$ cat src/fbdac_pkg.sv
package fbdac_pkg;

  // Register offsets are word indices; the bus byte address is four times the index.
  localparam logic [11:0] FBDAC_CONTROL_IDX = 12'h90e;
  localparam logic [11:0] FBDAC_LEVEL_IDX = 12'h90f;
  localparam int FBDAC_ADDR_W = 14;
  localparam logic [13:0] FBDAC_CONTROL_ADDR = {FBDAC_CONTROL_IDX, 2'b00};
  localparam logic [13:0] FBDAC_LEVEL_ADDR = {FBDAC_LEVEL_IDX, 2'b00};

  // Control register field positions.
  localparam int FBDAC_EN_BIT = 7;
  localparam int FBDAC_OE_A_BIT = 5;
  localparam int FBDAC_OE_B_BIT = 4;
  localparam int FBDAC_POS_SEL_HI = 3;
  localparam int FBDAC_POS_SEL_LO = 2;
  localparam int FBDAC_NEG_SEL_BIT = 0;
  localparam logic [7:0] FBDAC_CONTROL_MASK = 8'hbd;
  localparam logic [7:0] FBDAC_LEVEL_MASK = 8'h1f;
  localparam logic [7:0] FBDAC_CONTROL_RESET = 8'h00;
  localparam logic [4:0] FBDAC_LEVEL_RESET = 5'h00;
  localparam int FBDAC_LEVEL_W = 5;
  localparam int FBDAC_LEVELS = 32;

  typedef enum logic [1:0] {
    FBDAC_POS_SUPPLY = 2'b00,
    FBDAC_POS_EXT_REF = 2'b01,
    FBDAC_POS_FIXED_REF = 2'b10,
    FBDAC_POS_RESERVED = 2'b11
  } fbdac_pos_type;

  typedef enum logic [0:0] {
    FBDAC_NEG_GROUND = 1'b0,
    FBDAC_NEG_EXT_REF = 1'b1
  } fbdac_neg_type;

endpackage

$ cat src/fbdac_top.sv
// Implementation choice: the Wishbone slave port.
`timescale 1ns/1ps

// What this block does
// - Control bit 7 set to one turns the converter on and zero turns it off.
// - Level bits 4 to 0 pick one of 32 steps, output = negative + span times code over 32.
// - Control bits 3:2 choose the positive source: supply, external reference, fixed buffer.
// - Control bit 0 chooses the negative source: one is external reference, zero is ground.
// - Control bit 5 routes the voltage to pin a and bit 4 to pin b, clear bits disconnect.
// - The voltage is never routed to more than one output pin at a time.
// - A routed pin has its digital buffer, input detector, pull-up and current drive off.
// - A digital read of a routed pin gives zero from one clock after its routing bit is set.
// - The converter keeps running in sleep and wake-up leaves the control register alone.
// - Reset turns the converter off, frees all pins and clears the level code.
// - Control sits at index 0x90e, level at 0x90f, and control bits reset to zero.
module fbdac_top
  import fbdac_pkg::*;
(
  input wire logic clk_i,
  input wire logic rst_i,
  input wire logic wb_cyc_i,
  input wire logic wb_stb_i,
  input wire logic wb_we_i,
  input wire logic [FBDAC_ADDR_W-1:0] wb_adr_i,
  input wire logic [31:0] wb_dat_i,
  input wire logic [3:0] wb_sel_i,
  output logic [31:0] wb_dat_o,
  output logic wb_ack_o,
  input wire logic sleep_i,
  input wire logic pin_a_raw_i,
  input wire logic pin_b_raw_i,
  output logic dac_enable_o,
  output logic [4:0] level_code_o,
  output logic [1:0] positive_source_select_o,
  output logic negative_source_select_o,
  output logic analog_out_pin_a_o,
  output logic analog_out_pin_b_o,
  output logic pin_a_digital_override_o,
  output logic pin_b_digital_override_o,
  output logic pin_a_read_o,
  output logic pin_b_read_o
);

  logic [7:0] dac_control;
  logic [7:0] next_dac_control;
  logic [4:0] level_code;
  logic [4:0] next_level_code;
  logic ack;
  logic next_ack;
  logic [31:0] rdata;
  logic [31:0] next_rdata;
  logic [1:0] pin_meta;
  logic [1:0] pin_sync;
  logic [1:0] next_read;
  logic [1:0] pin_read;
  logic req;
  logic hit_ctrl;
  logic hit_level;
  logic wr_ctrl;
  logic wr_level;
  logic rd_req;
  fbdac_pos_type pos_source;
  fbdac_neg_type neg_source;

  function automatic logic fbdac_hit(input logic [FBDAC_ADDR_W-1:0] a,
                                     input logic [FBDAC_ADDR_W-1:0] b);
    fbdac_hit = (a[FBDAC_ADDR_W-1:2] == b[FBDAC_ADDR_W-1:2]);
  endfunction

  function automatic logic fbdac_pin_level(input logic level, input logic routed);
    fbdac_pin_level = level && !routed;
  endfunction

  assign req = wb_cyc_i && wb_stb_i && !ack;
  assign hit_ctrl = fbdac_hit(wb_adr_i, FBDAC_CONTROL_ADDR);
  assign hit_level = fbdac_hit(wb_adr_i, FBDAC_LEVEL_ADDR);
  assign wr_ctrl = req && wb_we_i && wb_sel_i[0] && hit_ctrl;
  assign wr_level = req && wb_we_i && wb_sel_i[0] && hit_level;
  assign rd_req = req && !wb_we_i;

  // Register writes, read data and acknowledge; sleep has no effect here.
  always_comb begin
    next_dac_control = dac_control;
    next_level_code = level_code;
    next_ack = req;
    next_rdata = rdata;
    if (req && wb_we_i && wb_sel_i[0]) begin
      if (hit_ctrl) begin
        next_dac_control = wb_dat_i[7:0] & FBDAC_CONTROL_MASK;
        if (wb_dat_i[FBDAC_OE_A_BIT] && wb_dat_i[FBDAC_OE_B_BIT]) begin
          // Both set at once: pin a wins, keeping the routing one-hot.
          next_dac_control[FBDAC_OE_B_BIT] = 1'b0;
        end
      end
      if (hit_level) begin
        next_level_code = wb_dat_i[FBDAC_LEVEL_W-1:0];
      end
    end
    if (req && !wb_we_i) begin
      next_rdata = 32'h0000_0000;
      if (hit_ctrl) begin
        next_rdata[7:0] = dac_control;
      end else if (hit_level) begin
        next_rdata[7:0] = {3'b000, level_code};
      end
    end
  end

  always_ff @(posedge clk_i) begin
    if (rst_i) begin
      dac_control <= FBDAC_CONTROL_RESET;
      level_code <= FBDAC_LEVEL_RESET;
      ack <= 1'b0;
      rdata <= 32'h0000_0000;
    end else begin
      dac_control <= next_dac_control;
      level_code <= next_level_code;
      ack <= next_ack;
      rdata <= next_rdata;
    end
  end

  // Pin levels come from outside and pass two flip-flops first.
  always_comb begin
    next_read[0] = fbdac_pin_level(pin_sync[0], dac_control[FBDAC_OE_A_BIT]);
    next_read[1] = fbdac_pin_level(pin_sync[1], dac_control[FBDAC_OE_B_BIT]);
  end

  always_ff @(posedge clk_i) begin
    if (rst_i) begin
      pin_meta <= 2'b00;
      pin_sync <= 2'b00;
      pin_read <= 2'b00;
    end else begin
      pin_meta <= {pin_b_raw_i, pin_a_raw_i};
      pin_sync <= pin_meta;
      pin_read <= next_read;
    end
  end

  assign wb_ack_o = ack;
  assign wb_dat_o = rdata;
  assign dac_enable_o = dac_control[FBDAC_EN_BIT];
  assign level_code_o = level_code;
  assign pos_source = fbdac_pos_type'(dac_control[FBDAC_POS_SEL_HI:FBDAC_POS_SEL_LO]);
  assign neg_source = fbdac_neg_type'(dac_control[FBDAC_NEG_SEL_BIT]);
  assign positive_source_select_o = pos_source;
  assign negative_source_select_o = neg_source;
  assign analog_out_pin_a_o = dac_control[FBDAC_OE_A_BIT];
  assign analog_out_pin_b_o = dac_control[FBDAC_OE_B_BIT];
  assign pin_a_digital_override_o = dac_control[FBDAC_OE_A_BIT];
  assign pin_b_digital_override_o = dac_control[FBDAC_OE_B_BIT];
  assign pin_a_read_o = pin_read[0];
  assign pin_b_read_o = pin_read[1];

  one_hot_pins_a: assert property (@(posedge clk_i) disable iff (rst_i)
    !(analog_out_pin_a_o && analog_out_pin_b_o))
    else $error("Converter voltage routed to both pins.");

  reset_clears_a: assert property (@(posedge clk_i)
    rst_i |=> (!dac_enable_o && !analog_out_pin_a_o && !analog_out_pin_b_o
                      && level_code_o == 5'h00))
    else $error("Reset left the converter active.");

  routed_read_a: assert property (@(posedge clk_i) disable iff (rst_i)
    $past(analog_out_pin_a_o) |-> !pin_a_read_o)
    else $error("Routed pin a read back nonzero.");

  enable_write_a: assert property (@(posedge clk_i) disable iff (rst_i)
    (req && wb_we_i && wb_sel_i[0] && hit_ctrl) |=> (dac_enable_o == $past(wb_dat_i[7])))
    else $error("Enable bit did not follow the write.");

  level_write_a: assert property (@(posedge clk_i) disable iff (rst_i)
    (req && wb_we_i && wb_sel_i[0] && hit_level) |=> (level_code_o == $past(wb_dat_i[4:0])))
    else $error("Level code did not follow the write.");

  sleep_hold_a: assert property (@(posedge clk_i) disable iff (rst_i)
    (sleep_i && !req) |=> $stable(dac_control))
    else $error("Control changed without a write.");

  ctrl_reserved_a: assert property (@(posedge clk_i) disable iff (rst_i)
    (dac_control & ~FBDAC_CONTROL_MASK) == 8'h00)
    else $error("Unimplemented control bit set.");

  ack_pulse_a: assert property (@(posedge clk_i) disable iff (rst_i)
    (req) |=> (wb_ack_o ##1 !wb_ack_o))
    else $error("Bus answer not a single cycle.");

  pos_source_a: assert property (@(posedge clk_i) disable iff (rst_i)
    (req && wb_we_i && wb_sel_i[0] && hit_ctrl) |=>
      (positive_source_select_o == $past(wb_dat_i[3:2])))
    else $error("Positive source select did not follow the write.");

  neg_source_a: assert property (@(posedge clk_i) disable iff (rst_i)
    wr_ctrl |=> (negative_source_select_o == $past(wb_dat_i[0])))
    else $error("Negative source select did not follow the write.");

  enable_set_a: assert property (@(posedge clk_i) disable iff (rst_i)
    (wr_ctrl && wb_dat_i[7]) |=> dac_enable_o)
    else $error("Converter not enabled by the write.");

  enable_clear_a: assert property (@(posedge clk_i) disable iff (rst_i)
    (wr_ctrl && !wb_dat_i[7]) |=> !dac_enable_o)
    else $error("Converter not disabled by the write.");

  pin_a_route_a: assert property (@(posedge clk_i) disable iff (rst_i)
    wr_ctrl |=> (analog_out_pin_a_o == $past(wb_dat_i[5])))
    else $error("Pin a routing did not follow the write.");

  pin_b_route_a: assert property (@(posedge clk_i) disable iff (rst_i)
    wr_ctrl |=> (analog_out_pin_b_o == $past(wb_dat_i[4] && !wb_dat_i[5])))
    else $error("Pin b routing did not follow the write.");

  both_set_a: assert property (@(posedge clk_i) disable iff (rst_i)
    (wr_ctrl && wb_dat_i[5] && wb_dat_i[4]) |=> (analog_out_pin_a_o && !analog_out_pin_b_o))
    else $error("Both routing bits written but pin a did not win.");

  one_hot_read_a: assert property (@(posedge clk_i) disable iff (rst_i)
    (rd_req && hit_ctrl) |=> !(wb_dat_o[5] && wb_dat_o[4]))
    else $error("Control read back shows both pins routed.");

  pin_override_a: assert property (@(posedge clk_i) disable iff (rst_i)
    (pin_a_digital_override_o == analog_out_pin_a_o)
      && (pin_b_digital_override_o == analog_out_pin_b_o))
    else $error("Digital pin functions not overridden while routed.");

  routed_read_b_a: assert property (@(posedge clk_i) disable iff (rst_i)
    $past(analog_out_pin_b_o) |-> !pin_b_read_o)
    else $error("Routed pin b read back nonzero.");

  pin_a_pass_a: assert property (@(posedge clk_i) disable iff (rst_i)
    (!$past(rst_i) && !$past(rst_i, 2) && !$past(rst_i, 3)) |->
      (pin_a_read_o == ($past(pin_a_raw_i, 3) && !$past(analog_out_pin_a_o))))
    else $error("Pin a read did not follow the pin.");

  pin_b_pass_a: assert property (@(posedge clk_i) disable iff (rst_i)
    (!$past(rst_i) && !$past(rst_i, 2) && !$past(rst_i, 3)) |->
      (pin_b_read_o == ($past(pin_b_raw_i, 3) && !$past(analog_out_pin_b_o))))
    else $error("Pin b read did not follow the pin.");

  sleep_level_a: assert property (@(posedge clk_i) disable iff (rst_i)
    (sleep_i && !wr_level) |=> $stable(level_code_o))
    else $error("Level code changed during sleep without a write.");

  sleep_pins_a: assert property (@(posedge clk_i) disable iff (rst_i)
    (sleep_i && !wr_ctrl) |=> ($stable(analog_out_pin_a_o) && $stable(analog_out_pin_b_o)
      && $stable(dac_enable_o)))
    else $error("Converter outputs changed during sleep without a write.");

  ctrl_change_a: assert property (@(posedge clk_i) disable iff (rst_i)
    !wr_ctrl |=> $stable(dac_control))
    else $error("Control register changed without a write.");

  level_hold_a: assert property (@(posedge clk_i) disable iff (rst_i)
    !wr_level |=> $stable(level_code_o))
    else $error("Level code changed without a write.");

  ctrl_read_a: assert property (@(posedge clk_i) disable iff (rst_i)
    (rd_req && hit_ctrl) |=> (wb_dat_o == {24'h00_0000, $past(dac_control)}))
    else $error("Control read data wrong.");

  level_read_a: assert property (@(posedge clk_i) disable iff (rst_i)
    (rd_req && hit_level) |=> (wb_dat_o == {27'h000_0000, $past(level_code_o)}))
    else $error("Level read data wrong.");

  unmapped_read_a: assert property (@(posedge clk_i) disable iff (rst_i)
    (rd_req && !hit_ctrl && !hit_level) |=> (wb_dat_o == 32'h0000_0000))
    else $error("Unmapped read returned nonzero data.");

  unmapped_write_a: assert property (@(posedge clk_i) disable iff (rst_i)
    (req && wb_we_i && !hit_ctrl && !hit_level) |=>
      ($stable(dac_control) && $stable(level_code_o)))
    else $error("Unmapped write changed a register.");

  lane_ignore_a: assert property (@(posedge clk_i) disable iff (rst_i)
    (req && wb_we_i && !wb_sel_i[0]) |=> ($stable(dac_control) && $stable(level_code_o)))
    else $error("Write without byte lane zero changed a register.");

  read_upper_a: assert property (@(posedge clk_i) disable iff (rst_i)
    wb_ack_o |-> (wb_dat_o[31:8] == 24'h00_0000))
    else $error("Read data upper bits nonzero.");

  read_no_write_a: assert property (@(posedge clk_i) disable iff (rst_i)
    rd_req |=> ($stable(dac_control) && $stable(level_code_o)))
    else $error("Read changed a register.");

  ack_taken_a: assert property (@(posedge clk_i) disable iff (rst_i)
    wb_ack_o |-> $past(req))
    else $error("Bus answer without a request.");

  ack_idle_a: assert property (@(posedge clk_i) disable iff (rst_i)
    !req |=> !wb_ack_o)
    else $error("Bus answer raised while idle.");

  ack_single_a: assert property (@(posedge clk_i) disable iff (rst_i)
    $rose(wb_ack_o) |=> !wb_ack_o)
    else $error("Bus answer longer than one cycle.");

  rdata_hold_a: assert property (@(posedge clk_i) disable iff (rst_i)
    !rd_req |=> $stable(wb_dat_o))
    else $error("Read data changed without a read.");

  bus_reset_a: assert property (@(posedge clk_i)
    rst_i |=> (!wb_ack_o && wb_dat_o == 32'h0000_0000 && !pin_a_read_o && !pin_b_read_o))
    else $error("Reset left the bus or pin reads active.");

endmodule

$ cat config.mk
export PLATFORM = sky130hd
export DESIGN_NAME = fbdac_top
export DESIGN_NICKNAME = d
export VERILOG_FILES = /design/src/fbdac_pkg.sv /design/src/fbdac_top.sv
export SDC_FILE = /design/constraint.sdc
export NUM_CORES = 1
export LEC_CHECK = 0
export ABC_AREA = 0
export ABC_CLOCK_PERIOD_IN_PS = 2200
export BUFFER_PORTS_ARGS = -buffer_cell sky130_fd_sc_hd__buf_2
export CAP_MARGIN = 20
export CORE_MARGIN = 8
export CORE_UTILIZATION = 37
export CTS_CLUSTER_SIZE = 40
export DETAILED_ROUTE_END_ITERATION = 12
export PLACE_DENSITY = 0.87
export SETUP_SLACK_MARGIN = 0.1
export SYNTH_ARGS = -nofsm -noshare
export SYNTH_HDL_FRONTEND = slang
export SYNTH_SLANG_ARGS = --single-unit
$ cat constraint.sdc
create_clock -name clk_i -period 2.2 [get_ports clk_i]
set_clock_uncertainty 0.05 [all_clocks]
set_input_delay 0.22 -clock clk_i [delete_from_list [all_inputs] [get_ports clk_i]]
set_output_delay 0.22 -clock clk_i [all_outputs]
set_load 0.03 [all_outputs]
==> out/metrics.yaml <==
global_route:
  grt_pass1_vias: 1042
  groute.layer.met1.usage_pct: 10.70
  antenna_found_initial: 0
  track_usage_pct: 10.40
  grt-busiest-layer: "met2"
  use_met2_pct: 18.47
  grt_overflow: 0
  grt_max_degree: 26
  use_met3_pct: 3.571
  grt_pass1_wl_um: 4485
clock_network:
  root_buffer: "clkbuf_4"
  cts_setup_buffers: 0
  clkSlewWorstSetupHoldPaths_ps: 120
  cts_resized: 0
  postCtsHoldBufs: 0
  tritoncts: "yes"
  cts.path.max_buffers: 2
  cts_sinks: 25
  cts_made_buffers: 3
  insertion_delay_ps: 310
  h-tree-depth: 1
route:
  wl_um: 2979
  vias: 1081
  firstDrtPassIters: 6
  drc: 0
  drtIter0Drc: 45
  wl_per_cell_um: 12.95
  viasPerCell: 4.700
  final_antenna_net_count: 0
synthesis:
  yosysTopAreaCell: "dfxtp_1"
  ys_types: 25
  synth_edf_count: 0
  synth_area_mm2: 0.001207
  yosysWarnings: 0
  ys.flop_type: "dfxtp_1"
  async_reset_ff_share_pct: 0
  syn_avg_cell_area_um2: 8.749
  synthTopCellsByArea: "dfxtp_1 41%, buf_4 17%, a21oi_1 5.8%"
  syn_inst: 138
  synth_top_area_share_pct: 41.45
  yosysSeqAreaShare_pct: 41.45
  yosys_register_bits: 25
job:
  maxCapViolations: 0
floorplan:
  ios: 106
  rows: 20
  start_util_pct: 39.23
  coreArea_mm2: 0.003078
  die_h_um: 73.13
  die_w_um: 73.13
  dieArea_mm2: 0.005347
cells_and_area:
  final_common_cell: "buf_2"
  most-common-layout-cells: "49 x buf_2, 25 x conb_1, 25 x dfxtp_1, 14 x a21oi_1, 13 x nand3_1"
  final_core_util_pct: 46.30
  nets: 245
  n_antenna_cell: 0
  layout.cell_area.non_filler_mm2: 0.001425
  final_layout_size_suffix_gt1_share_pct: 32.26
  fillers: 338
  syn_to_final_growth_pct: 18.03
timing:
  setup_tns_ps: 0
  setup_slack_ps: 676.1
  setup_viol: 0
  timing.final.crit_period_ps: 1524
  fmax_mhz: 656.2
  rsz0062_at_grt: "false"
  slew_violations: 0
  fin_crit_sh_pct: 69.27
  finalHoldViolCount: 0
worst_setup_path:
  cp_max_fo: 12
  cp_cell_sequence: "buf_2 > or4b_4 > nor4_2 > buf_4 > a22oi_1 > a211oi_1"
  end_kind: "flip-flop"
  crit_buf_inv: 2
  critPathTopFamily: "simple AND/OR/NAND/NOR gates"
  worstSetupStartpointType: "input pin"
  cp.arrival_ps: 1700
  cp_slowest_cell: "or4b_4"
  critPathRequiredTime_ps: 2370
  crit_type: "in2reg"
  max_stage_delay_ps: 560
placement:
  place_ws_ps: 348.9
  place_area_mm2: 0.001399
  hpwl_um: 2392
  routabilityCongestion: 0.7186
  io_buffers: 49
min_path:
  min_path_type: "in2reg"
power_and_ir_drop:
  peakVddDrop_mv: 0.1629
  power.density_mw_per_mm2: 557.2
  p_leak_nw: 0.6360
outcome:
  status: "finished, final reports clean"
[per-stage QoR]
| stage | total power [W] | hold WS, ps | instances |
|---|---|---|---|
| after floorplan | 0.0006022 | 241.6 | 162 |
| after global placement | 0.0006044 | 365.2 | 226 |
| after detailed placement | 0.0006068 | 373.9 | 226 |
| after CTS | 0.0008023 | 52.73 | 230 |
| after global routing | 0.0008280 | 52.33 | 230 |
| final | 0.0007941 | 68.26 | 230 |
[kinds of logic after synthesis]
| kind of cell | Yosys count | synth area share [%] |
|---|---|---|
| simple gates | 46 | 23.94 |
| compound gates | 33 | 15.34 |
| buf+inv | 33 | 18.96 |
| flops | 25 | 41.45 |
| other cells | 1 | 0.3106 |
[registers in the layout, indices dropped and copies added (netlist names)]
name and cells:
pin_sync 2, level_code_o 5, wb_ack_o 1, pin_read 2, dac_control 6, pin_meta 2
wb_dat_o 7
[where the power goes]
part           total [W]  leakage (nW)  internal (W)  switching [W]
combinational   0.000134         0.418     0.0000328       0.000101
clock           0.000196        0.0150     0.0000707       0.000126
sequential      0.000464         0.203      0.000461     0.00000243
[layer usage]
layer / vias up / wire length (µm)
li1: 534 / -
met1: 491 / 1157
met2: 52 / 1494
met3: 4 / 298
met4: 0 / 28
met5: - / 0
[final timing paths]
kind | slack (ps) | to | cells past startpoint | startpoint
setup reg to reg | 790 | level_code_o[3]$_SDFFE_PP0P_ | 4 | wb_ack_o$_SDFF_PP0_
hold reg to reg | 400 | pin_sync[1]$_SDFF_PP0_ | 1 | pin_meta[1]$_SDFF_PP0_
hold / removal | 70 | pin_meta[1]$_SDFF_PP0_ | 2 | pin_b_raw_i
setup / recovery | 680 | wb_dat_o[4]$_SDFFE_PP0P_ | 6 | wb_adr_i[11]
[cell usage after synthesis, drive strengths merged, types with 2 or more instances]
cell / number
dfxtp: 25
nand3: 13
nor2: 7
nor2b: 4
clkbuf: 5
a21oi: 14
nand2: 5
a22oi: 4
or2: 3
nand4b: 3
nor3b: 3
a211oi: 4
nor4: 2
buf: 28
o21ai: 11
[layout make-up]
class	instances	area (µm²)	share of cell area, %
Tap cell	44	55.05	3.863
Timing Repair Buffer	53	275.3	19.32
Clock buffer	4	26.28	1.844
Sequential cell	25	500.5	35.12
Multi-Input combinational cell	104	568.0	39.86
[worst reg2reg max path, delay by kind of cell (launching register included)]
| family | cells | cell delay, ps |
|---|---|---|
| AO/OA/AOI/OAI | 2 | 300 |
| AND/OR/NAND/NOR | 2 | 610 |
| flip-flops | 1 | 330 |
(Power assumes the default switching activity.)
